## config.mk

```make
export PLATFORM = sky130hd
export DESIGN_NAME = qtm_mode_control
export DESIGN_NICKNAME = d
export VERILOG_FILES = /design/src/verilog/qtm_pkg.sv /design/src/verilog/qtm_mode_control.sv
export SDC_FILE = /design/constraint.sdc
export NUM_CORES = 1
export LEC_CHECK = 0
export BUFFER_PORTS_ARGS = -buffer_cell sky130_fd_sc_hd__buf_2
export CAP_MARGIN = 0
export CORE_MARGIN = 5
export CORE_UTILIZATION = 61
export DETAILED_ROUTE_END_ITERATION = 6
export PLACE_DENSITY_LB_ADDON = 0.15
export SYNTH_ARGS = -nofsm -noshare
export SYNTH_HDL_FRONTEND = slang
export SYNTH_SLANG_ARGS = --single-unit
```

## constraint.sdc

```tcl
create_clock -name i_clk -period 4.09 [get_ports i_clk]
set_input_delay 0.6135 -clock i_clk [delete_from_list [all_inputs] [get_ports i_clk]]
set_output_delay 0.6135 -clock i_clk [all_outputs]
set_load 0.02 [all_outputs]
```

## src/verilog/qtm_pkg.sv

```systemverilog
// Constants, field layouts and carrier types of the transceiver mode control.
// Assumes a single 25 MHz core clock and an APB master for software access.
//
// Contract
// - Coding select high enables encoder and decoder
// - Mode bits: 00 full, 01 tx, 10 rx
// - Standby enable low means low power
// - Per-lane loopback routes tx back to rx
// - Multipurpose output function chosen by management
// - Default function reports signalling type, 1=HSTL
// - Comma function shows K28.5 seen on lane
// - Pattern select inserts generator and checker everywhere
// - Pattern pass shown only once function enabled
// - Lockstep latches all lanes on lane A clocks
// - Chip reset recentres buffers, clears management flags
// - Alignment search enables comma detect and alignment
// - Undriven inputs read at documented pull levels
// - Without lockstep each lane uses own clock
// - Tenth bit used only with coding disabled
package qtm_pkg;

  localparam int LANES = 4;

  // ---------------------------------------------------------------------
  // Register map (byte addresses)
  // ---------------------------------------------------------------------
  localparam logic [11:0] ADDR_CONTROL  = 12'h000;
  localparam logic [11:0] ADDR_MF_SEL   = 12'h004;
  localparam logic [11:0] ADDR_STATUS   = 12'h008;
  localparam logic [11:0] ADDR_IRQ_STAT = 12'h00c;
  localparam logic [11:0] ADDR_IRQ_MASK = 12'h010;
  localparam logic [11:0] ADDR_PINS     = 12'h014;

  // ---------------------------------------------------------------------
  // Field positions and reset values
  // ---------------------------------------------------------------------
  localparam int CTL_HSTL_BIT = 0;   // Signalling type in use
  localparam logic [31:0] CONTROL_RST  = 32'h0000_0001;
  localparam logic [7:0]  MF_SEL_RST   = 8'h00;
  localparam logic [31:0] IRQ_MASK_RST = 32'h0000_0000;
  // Interrupt status: [3:0] signal lost, [7:4] comma seen, [11:8] check fail
  localparam int IRQ_LOS_POS   = 0;
  localparam int IRQ_COMMA_POS = 4;
  localparam int IRQ_FAIL_POS  = 8;

  // Pull levels applied to undriven inputs
  localparam logic PULL_UP   = 1'b1;
  localparam logic PULL_DOWN = 1'b0;

  // Synchroniser depth for pin inputs
  localparam int SYNC_STAGES = 3;

  // ---------------------------------------------------------------------
  // Types
  // ---------------------------------------------------------------------
  typedef enum logic [1:0] {
    QTM_MF_SIGTYPE,
    QTM_MF_LOS,
    QTM_MF_COMMA,
    QTM_MF_PATTERN
  } qtm_mf_fn_t;

  typedef enum logic [1:0] {
    QTM_DIR_FULL,
    QTM_DIR_TX,
    QTM_DIR_RX
  } qtm_dir_t;

  // Static control pins after synchronisation
  typedef struct packed {
    logic             coding_select;
    logic [1:0]       operating_mode;
    logic             standby_enable;
    logic [LANES-1:0] serial_loopback_select;
    logic             selftest_pattern_select;
    logic             lane_lockstep_select;
    logic             alignment_search_select;
    logic             factory_test_select;
  } qtm_pins_t;

  // Per-lane status arriving from the datapath
  typedef struct packed {
    logic [LANES-1:0] signal_absent_flag;
    logic [LANES-1:0] alignment_char_seen;
    logic [LANES-1:0] pattern_check_pass;
  } qtm_lane_stat_t;

  // Datapath controls driven out
  typedef struct packed {
    logic             encoder_enable;
    logic             decoder_enable;
    logic             tx_enable;
    logic             rx_enable;
    logic             low_power;
    logic [LANES-1:0] loopback_enable;
    logic             pattern_gen_enable;
    logic             pattern_chk_enable;
    logic             tx_clk_from_lane_a;
    logic             rx_clk_from_lane_a;
    logic             align_enable;
    logic             tenth_bit_used;
    logic             recentre_buffers;
    logic             factory_test;
  } qtm_ctl_t;

endpackage

```

## src/verilog/qtm_mode_control.sv

```systemverilog
// Mode control and multipurpose output logic of a four-lane transceiver.
// Assumes static control pins from the board, lane status from the
// datapath on the core clock, and an APB master as management access.
`timescale 1ns/1ps

module qtm_mode_control
  import qtm_pkg::*;
#(
  parameter int NLANES = LANES
) (
  input  wire logic              i_clk,
  input  wire logic              i_rst_b,
  // Control pins: value and drive-present (undriven uses pull level)
  input  wire qtm_pins_t         i_pins,
  input  wire qtm_pins_t         i_pins_driven,
  input  wire logic              i_buffer_recentre_reset_n,
  input  wire logic              i_buffer_recentre_driven,
  // Lane status from datapath (core clock)
  input  wire qtm_lane_stat_t    i_lane_stat,
  input  wire logic              i_pattern_check_result_valid,
  // APB slave
  input  wire logic              i_psel,
  input  wire logic              i_penable,
  input  wire logic              i_pwrite,
  input  wire logic [11:0]       i_paddr,
  input  wire logic [31:0]       i_pwdata,
  output logic [31:0]            o_prdata,
  output logic                   o_pready,
  output logic                   o_pslverr,
  // Outputs
  output qtm_ctl_t               o_ctl,
  output logic [NLANES-1:0]      o_lane_multipurpose_outputs,
  output logic                   o_irq
);

  // ---------------------------------------------------------------------
  // State
  // ---------------------------------------------------------------------
  typedef struct packed {
    qtm_pins_t        s1;
    qtm_pins_t        s2;
    qtm_pins_t        s3;
    logic [2:0]       rst_sync;
    qtm_pins_t        pins;
    logic             recentre;
    logic [31:0]      control;
    logic [7:0]       mf_sel;
    logic [31:0]      irq_stat;
    logic [31:0]      irq_mask;
    logic [LANES-1:0] los_q;
    logic [LANES-1:0] comma_q;
    logic [LANES-1:0] pass_q;
    qtm_ctl_t         ctl;
    logic [LANES-1:0] mf;
    logic [31:0]      prdata;
    logic             pslverr;
    logic             irq;
  } qtm_state_t;

  qtm_state_t state_reg;
  qtm_state_t state_next;

  // ---------------------------------------------------------------------
  // Pull resolution
  // ---------------------------------------------------------------------
  // Undriven pins take the internal pull level before synchronising
  qtm_pins_t pulled;
  logic      rst_pin;

  always_comb begin
    pulled.coding_select = i_pins_driven.coding_select ?
      i_pins.coding_select : PULL_UP;
    pulled.standby_enable = i_pins_driven.standby_enable ?
      i_pins.standby_enable : PULL_UP;
    pulled.alignment_search_select =
      i_pins_driven.alignment_search_select ?
      i_pins.alignment_search_select : PULL_UP;
    pulled.operating_mode = i_pins.operating_mode &
      i_pins_driven.operating_mode;
    pulled.serial_loopback_select = i_pins.serial_loopback_select &
      i_pins_driven.serial_loopback_select;
    pulled.selftest_pattern_select = i_pins.selftest_pattern_select &
      i_pins_driven.selftest_pattern_select;
    pulled.lane_lockstep_select = i_pins.lane_lockstep_select &
      i_pins_driven.lane_lockstep_select;
    pulled.factory_test_select = i_pins.factory_test_select &
      i_pins_driven.factory_test_select;
    rst_pin = i_buffer_recentre_driven ?
      i_buffer_recentre_reset_n : PULL_UP;
  end

  // ---------------------------------------------------------------------
  // Next state
  // ---------------------------------------------------------------------
  logic        apb_wr;
  logic        apb_rd;
  logic        addr_ok;
  logic [31:0] rd_val;
  logic [31:0] events;

  always_comb begin
    state_next = state_reg;
    apb_wr = i_psel & i_penable & i_pwrite;
    // Read data is captured at setup so it stands through the access cycle
    apb_rd = i_psel & ~i_penable & ~i_pwrite;
    addr_ok = 1'b1;
    rd_val = 32'h0000_0000;
    events = 32'h0000_0000;

    // Three-stage synchroniser; a change counts once stages 2 and 3 agree
    state_next.s1 = pulled;
    state_next.s2 = state_reg.s1;
    state_next.s3 = state_reg.s2;
    if (state_reg.s2 == state_reg.s3) begin
      state_next.pins = state_reg.s3;
    end
    state_next.rst_sync = {state_reg.rst_sync[1:0], rst_pin};
    if (state_reg.rst_sync[2] == state_reg.rst_sync[1]) begin
      state_next.recentre = ~state_reg.rst_sync[2];
    end

    // Lane events set sticky bits; set wins over a same-cycle APB clear
    state_next.los_q = i_lane_stat.signal_absent_flag;
    state_next.comma_q = i_lane_stat.alignment_char_seen;
    state_next.pass_q = i_lane_stat.pattern_check_pass;
    events[IRQ_LOS_POS +: LANES] =
      i_lane_stat.signal_absent_flag & ~state_reg.los_q;
    events[IRQ_COMMA_POS +: LANES] =
      i_lane_stat.alignment_char_seen & ~state_reg.comma_q;
    if (i_pattern_check_result_valid) begin
      events[IRQ_FAIL_POS +: LANES] = ~i_lane_stat.pattern_check_pass;
    end

    // APB decode; accesses complete in the access cycle
    if (i_paddr == ADDR_CONTROL) begin
      rd_val = state_reg.control;
    end else if (i_paddr == ADDR_MF_SEL) begin
      rd_val = {24'h000000, state_reg.mf_sel};
    end else if (i_paddr == ADDR_STATUS) begin
      rd_val = {20'h00000, state_reg.pass_q, state_reg.comma_q,
                state_reg.los_q};
    end else if (i_paddr == ADDR_IRQ_STAT) begin
      rd_val = state_reg.irq_stat;
    end else if (i_paddr == ADDR_IRQ_MASK) begin
      rd_val = state_reg.irq_mask;
    end else if (i_paddr == ADDR_PINS) begin
      rd_val = {{(32 - $bits(qtm_pins_t)){1'b0}}, state_reg.pins};
    end else begin
      addr_ok = 1'b0;
    end

    if (apb_wr && addr_ok) begin
      if (i_paddr == ADDR_CONTROL) begin
        state_next.control = i_pwdata;
      end else if (i_paddr == ADDR_MF_SEL) begin
        state_next.mf_sel = i_pwdata[7:0];
      end else if (i_paddr == ADDR_IRQ_STAT) begin
        state_next.irq_stat = state_reg.irq_stat & ~i_pwdata;
      end else if (i_paddr == ADDR_IRQ_MASK) begin
        state_next.irq_mask = i_pwdata;
      end
    end
    state_next.irq_stat = state_next.irq_stat | events;
    if (apb_rd) begin
      state_next.prdata = addr_ok ? rd_val : 32'h0000_0000;
    end
    state_next.pslverr = i_psel & ~i_penable & (i_paddr != ADDR_CONTROL) &
      (i_paddr != ADDR_MF_SEL) & (i_paddr != ADDR_STATUS) &
      (i_paddr != ADDR_IRQ_STAT) & (i_paddr != ADDR_IRQ_MASK) &
      (i_paddr != ADDR_PINS);

    // Chip reset recentres buffers and clears management flags
    if (state_reg.recentre) begin
      state_next.irq_stat = 32'h0000_0000;
      state_next.mf_sel = MF_SEL_RST;
    end
    state_next.irq = |(state_next.irq_stat & state_reg.irq_mask);

    // Datapath control decode
    state_next.ctl.encoder_enable = state_reg.pins.coding_select;
    state_next.ctl.decoder_enable = state_reg.pins.coding_select;
    state_next.ctl.tenth_bit_used = ~state_reg.pins.coding_select;
    case (state_reg.pins.operating_mode)
      2'b01: begin
        state_next.ctl.tx_enable = 1'b1;
        state_next.ctl.rx_enable = 1'b0;
      end
      2'b10: begin
        state_next.ctl.tx_enable = 1'b0;
        state_next.ctl.rx_enable = 1'b1;
      end
      default: begin
        // Reserved code behaves as full transceiver
        state_next.ctl.tx_enable = 1'b1;
        state_next.ctl.rx_enable = 1'b1;
      end
    endcase
    state_next.ctl.low_power = ~state_reg.pins.standby_enable;
    state_next.ctl.loopback_enable =
      state_reg.pins.serial_loopback_select;
    state_next.ctl.pattern_gen_enable =
      state_reg.pins.selftest_pattern_select;
    state_next.ctl.pattern_chk_enable =
      state_reg.pins.selftest_pattern_select;
    // Low selects per-lane own clocks
    state_next.ctl.tx_clk_from_lane_a =
      state_reg.pins.lane_lockstep_select;
    state_next.ctl.rx_clk_from_lane_a =
      state_reg.pins.lane_lockstep_select;
    state_next.ctl.align_enable =
      state_reg.pins.alignment_search_select;
    state_next.ctl.recentre_buffers = state_reg.recentre;
    state_next.ctl.factory_test = state_reg.pins.factory_test_select;

    // Multipurpose output per lane, function from 2-bit field each
    for (int l = 0; l < LANES; l++) begin
      case (qtm_mf_fn_t'(state_reg.mf_sel[2*l +: 2]))
        QTM_MF_LOS: begin
          state_next.mf[l] = state_reg.los_q[l];
        end
        QTM_MF_COMMA: begin
          // Comma seen only counts while alignment search runs
          state_next.mf[l] = state_reg.comma_q[l] &
            state_reg.pins.alignment_search_select;
        end
        QTM_MF_PATTERN: begin
          state_next.mf[l] = state_reg.pass_q[l] &
            state_reg.pins.selftest_pattern_select;
        end
        default: begin
          state_next.mf[l] = state_reg.control[CTL_HSTL_BIT];
        end
      endcase
    end
  end

  // ---------------------------------------------------------------------
  // Registers
  // ---------------------------------------------------------------------
  always_ff @(posedge i_clk) begin
    if (!i_rst_b) begin
      state_reg <= '0;
      // Idle level of the pulled-up pin, so no false recentre after reset
      state_reg.rst_sync <= {SYNC_STAGES{PULL_UP}};
      state_reg.control <= CONTROL_RST;
      state_reg.mf_sel <= MF_SEL_RST;
      state_reg.irq_mask <= IRQ_MASK_RST;
      state_reg.mf <= {LANES{CONTROL_RST[CTL_HSTL_BIT]}};
    end else begin
      state_reg <= state_next;
    end
  end

  // Outputs
  assign o_prdata = state_reg.prdata;
  assign o_pready = 1'b1;
  assign o_pslverr = state_reg.pslverr & i_penable;
  assign o_ctl = state_reg.ctl;
  assign o_lane_multipurpose_outputs = state_reg.mf[NLANES-1:0];
  assign o_irq = state_reg.irq;

endmodule

```

=== Word-level counts from Yosys, hierarchy flattened ===
Index checks and enable logic that the tools add are counted.
Widths: inputs -> output; s select.

* Word-level logic and storage cells: 163
* Bits in registers: 220

* Bitwise logic cells: 42
* Reductions and logical operators: 9
* Eq/ne operators: 26
* Muxes and demuxes: 29

{| class="wikitable"
|+ Operators with widths
! kind !! count
|-
| $mux 32 || 10
|-
| $mux 64 || 3
|-
| $and 32x32->32 || 2
|-
| $not 32->32 || 1
|-
| $or 32x12->32 || 1
|-
| $reduce_or 32->1 || 1
|-
| $eq 12x4->1 const B || 2
|-
| $eq 12x5->1 const B || 2
|-
| $ne 12x4->1 const B || 2
|-
| $ne 12x5->1 const B || 2
|-
| $and 1x1->1 || 22
|-
| $eq 2x2->1 const B || 9
|-
| $and 4x4->4 || 3
|-
| $eq 12x12->1 || 1
|-
| $eq 12x3->1 const B || 1
|-
| $logic_not 12->1 || 1
|-
| $mux 12 || 1
|-
| $ne 12x3->1 const B || 1
|-
| $not 4->4 || 3
|-
| $pmux 1 s3 || 4
|-
| $reduce_bool 12->1 || 1
|-
| $eq 2x1->1 const B || 5
|-
| $mux 1 || 9
|-
| $not 1->1 || 9
|-
| other kinds (9) || 10
|}

=== Longest topological paths before layout ===
* Depth after elaboration: 13
* Mapped depth: 9

=== Least setup slack after synthesis ===
Ideal clock, no wire load.

* Path kind: input to register
* Start: input port i_paddr[9]
* End: register state_reg, in the netlist o_irq
* Path slack: 1.838 ns
* Library setup time: 0.134 ns
* Arrival time: 2.118 ns
* Cell stages on the path: 7
* Cell sequence: nor4_1 -> and3_1 -> buf_6 -> a31oi_1 -> or4_1 -> a2111oi_2 -> a31oi_1

* Word-level cells in the longest chain between the ends: 13
* Elaborated cells on any way between the ends: 21
* Those cells by class: eq/ne: 5; mux: 11; bitwise: 2; reduce/logical: 3

{| class="wikitable"
|+ Ends and longest elaborated chain
! element !! RTL line !! text
|-
| start, declared || qtm_mode_control.sv:25 || <nowiki>input wire logic [11:0] i_paddr,</nowiki>
|-
| $eq 12x5->1 || qtm_mode_control.sv:146 || <nowiki>end else if (i_paddr == ADDR_PINS) begin</nowiki>
|-
| $mux 1 || qtm_mode_control.sv:146 ||
|-
| $mux 1 || qtm_mode_control.sv:144 || <nowiki>end else if (i_paddr == ADDR_IRQ_MASK) begin</nowiki>
|-
| $mux 1 || qtm_mode_control.sv:142 || <nowiki>end else if (i_paddr == ADDR_IRQ_STAT) begin</nowiki>
|-
| $mux 1 || qtm_mode_control.sv:139 || <nowiki>end else if (i_paddr == ADDR_STATUS) begin</nowiki>
|-
| $mux 1 || qtm_mode_control.sv:137 || <nowiki>end else if (i_paddr == ADDR_MF_SEL) begin</nowiki>
|-
| $mux 1 || qtm_mode_control.sv:135 || <nowiki>if (i_paddr == ADDR_CONTROL) begin</nowiki>
|-
| $logic_and 1x1->1 || qtm_mode_control.sv:152 || <nowiki>if (apb_wr && addr_ok) begin</nowiki>
|-
| $mux 64 (*) || qtm_mode_control.sv:152 ||
|-
| $or 32x12->32 (*) || qtm_mode_control.sv:163 || <nowiki>state_next.irq_stat = state_next.irq_stat | events;</nowiki>
|-
| $mux 32 (*) || qtm_mode_control.sv:173 || <nowiki>if (state_reg.recentre) begin</nowiki>
|-
| $and 32x32->32 (*) || qtm_mode_control.sv:177 || <nowiki>state_next.irq = |(state_next.irq_stat & state_reg.irq_mask);</nowiki>
|-
| $reduce_or 32->1 (*) || qtm_mode_control.sv:177 ||
|-
| end signal, assigned || qtm_mode_control.sv:250 || <nowiki>state_reg <= state_next;</nowiki>
|-
| end, declared || qtm_mode_control.sv:60 || <nowiki>qtm_state_t state_reg;</nowiki>
|}

Every way passes the cells marked *; elsewhere a longest branch is shown, timed or not.
A chain may end at the register's enable or synchronous reset.

=== Worst setup path in the final report ===
* Start: input port i_paddr[2]
* End: register state_reg, in the netlist o_irq

The elaborated chain is that of the path after synthesis.

==> results_dict.tcl <==
set metrics [dict create \
    min_from "i_pins_driven[11]" \
    grt_usage_pct 26.4 \
    ys.flop_type "dfxtp_1" \
    setup_tns_ps 0 \
    netlist_instances 1084 \
    cts_made_buffers 23 \
    cts_root_buffer "clkbuf_16" \
    p_per_area_nw_per_um2 424 \
    synth-seq-area-share_pct 46.8 \
    drv_slew 0 \
    status "complete, but fails checks" \
    relSlewSlack_pct 30.1 \
    clock_path_buffers 3 \
    drc 9 \
    violations "DRC" \
    fin_nets 1225 \
    postCtsSetupBuffers 0 \
    viasPerCell 5.84 \
    dieArea_um2 18000 \
    syn_to_final_growth_pct 11.3 \
    dp_hpwl_um 16600 \
    skew_ps 10.0 \
    max-vdd-ir-drop_mv 0.288 \
    max_freq_mhz 360 \
    holdPathStages 2 \
    drive_above_1_share_pct 18.0 \
    path_max_fanout 42 \
    ys_ff_latch 220 \
    cts-htree-levels 1 \
    gp_congestion 0.951 \
    hold_path.class "in2reg" \
    fin_crit_ps 2780 \
    cts_resized 0 \
    start_util_pct 62.1 \
    rrSetupSlack_ps 2140 \
    largest_register_ffs 133 \
    totalWireLength_um 24600 \
    row_count 45 \
    avgRoutedWirePerCell_um 18.4 \
    initialDrtViolationCount 921 \
    p_leak_uw 0.00429 \
    clkSinkCount 220 \
    antenna_found_initial 1 \
    first_global_vias 7248 \
    synthTopCellsByArea "dfxtp_1 47%, nand2_1 8.9%, a21boi_0 5.4%, and2_1 4.9%, buf_4 4.4%" \
    grt_max_degree 99 \
    yosysUniqueCellTypes 44 \
    netlist_area_um2 9400 \
    antenna_left 0 \
    ios 144 \
    die_h_um 134 \
    setup_viol_count_final 0 \
    required_ps 4440 \
    yosys.area.top_type "dfxtp_1" \
    yosysWarnings 0 \
    io_buffers 142 \
    hold_viol 0 \
    end_kind "register" \
    vias 7818 \
    synth_edf_count 0 \
    r2r_end "state_reg[180]" \
    tritoncts "done" \
    syn_nets 1172 \
    worstReg2RegStart "state_reg[196]" \
    grt_first_pass_wirelength_um 38500 \
    clk_pin_slew_worst_paths_ps 60 \
    drv_cap 0 \
    clk-insertion-delay-late_ps 510 \
    tightest_slew_ps 1050 \
    die_w_um 134 \
    crit_end "o_irq" \
    cp-start-kind "primary input" \
    fill_cells 1262 \
    min_period_over_period_pct 67.9 \
    dp.cells 1300 \
    first_pass_iters 7 \
    rr_worst_depth 5 \
    cp.arrival_ps 3120 \
    cts_hold_buffers 0 \
    syn_avg_cell_area_um2 8.67 \
    crit_type "in2reg" \
    grt_overflow 0 \
    rsz0062_at_grt "no" \
    critPathLaunch "i_paddr[2]" \
    core_um2 15100 \
    totalPowerFinal_uw 4430 \
    synth_top_cell_area_share_pct 46.8 \
    fin_cells 1338 \
    async_reset_ff_share_pct 0 \
    antenna_cells 0 \
]
-- worst min path at each step --
stage	slack, ps	end
after CTS	280	state_next[210]
after detailed placement	400	state_next[186]
after global placement	390	state_next[186]
after global routing	280	state_next[185]
final	290	state_next[210]
after floorplan	390	state_next[186]
-- cells by family after synthesis --
logic type	share of synthesized area, %
and+or+nand+nor	22.8
AOI/OAI and AO/OA	16.9
DFF	46.8
buffers and inverters	8.02
muxes	4.20
xor gates and xnor gates	1.12
other	0.0399
-- critical path, stage by stage --
cell,delay [ps]
buf_2,630
nand2_1,220
and2b_1,440
buf_4,330
a31oi_1,120
nor4_1,440
and4_1,250
a31oi_1,70
-- cell usage after synthesis (2+ instances only) --
| cell | number |
|---|---|
| a211oi_1 | 3 |
| a21boi_0 | 68 |
| a21oi_1 | 26 |
| a222oi_1 | 24 |
| a22o_1 | 5 |
| a22oi_1 | 9 |
| a31oi_1 | 32 |
| and2_1 | 73 |
| and3_1 | 24 |
| and4_1 | 4 |
| buf_1 | 2 |
| buf_2 | 17 |
| buf_4 | 55 |
| buf_6 | 2 |
| clkbuf_1 | 50 |
| dfxtp_1 | 220 |
| inv_1 | 9 |
| mux2_2 | 12 |
| mux2i_1 | 26 |
| nand2_1 | 222 |
| nand2b_1 | 3 |
| nand3_1 | 14 |
| nand4_1 | 2 |
| nor2_1 | 33 |
| nor2b_1 | 50 |
| nor3_1 | 2 |
| nor4_1 | 9 |
| o211ai_1 | 4 |
| o21ai_0 | 49 |
| o22ai_1 | 10 |
| xor2_1 | 12 |
-- per-stage QoR --
step                      setup slack, ps  area [um2]  hold slack [ps]  utilization (%)
after global placement                984        9740              391             64.3
after detailed placement              870        9740              398             64.3
after global routing                 1210       10500              282             69.1
final                                1310       10500              290             69.1
after floorplan                      1840        9400              386                -
after CTS                            1390       10500              277             69.1
-- per-layer routing --
layer  up-vias  share of wire [%]  track usage, %
met3        53                9.4            4.61
met5         -              0.028               0
met4         2                2.7            7.35
li1       3745                  -               -
met2       390                 44            41.6
met1      3628                 44            37.7
-- area by class of cell --
class	count	area [um2]	share of cell area, %
clock buffer	34	667	6.37
clock inverter	4	52.6	0.502
inverter	9	33.8	0.323
multi-input combinational	728	4260	40.7
sequential	220	4400	42.1
tap	188	235	2.25
timing repair buffer	155	811	7.75
-- layout by cell type (no fill, tap or decap), types with 14 or more instances in the layout --
master and n:
a21oi_1 26, nand3_1 14, mux2i_1 26, a21boi_0 68
buf_4 14, a222oi_1 24, nor2_1 31, dfxtp_1 220
nor2b_1 50, and3_1 23, nand2_1 222, o21ai_0 49
and2_1 73, buf_2 141, a31oi_1 32, clkbuf_16 23
-- power breakdown --
group / internal, uW / switching, uW / leakage (uW) / total (uW)
sequential: 2180 / 20.6 / 0.00179 / 2200
clock: 1190 / 817 / 0.000354 / 2000
combinational: 96.6 / 138 / 0.00215 / 234
total: 3460 / 976 / 0.00429 / 4430
No activity file was read; power rests on OpenSTA's default activity.
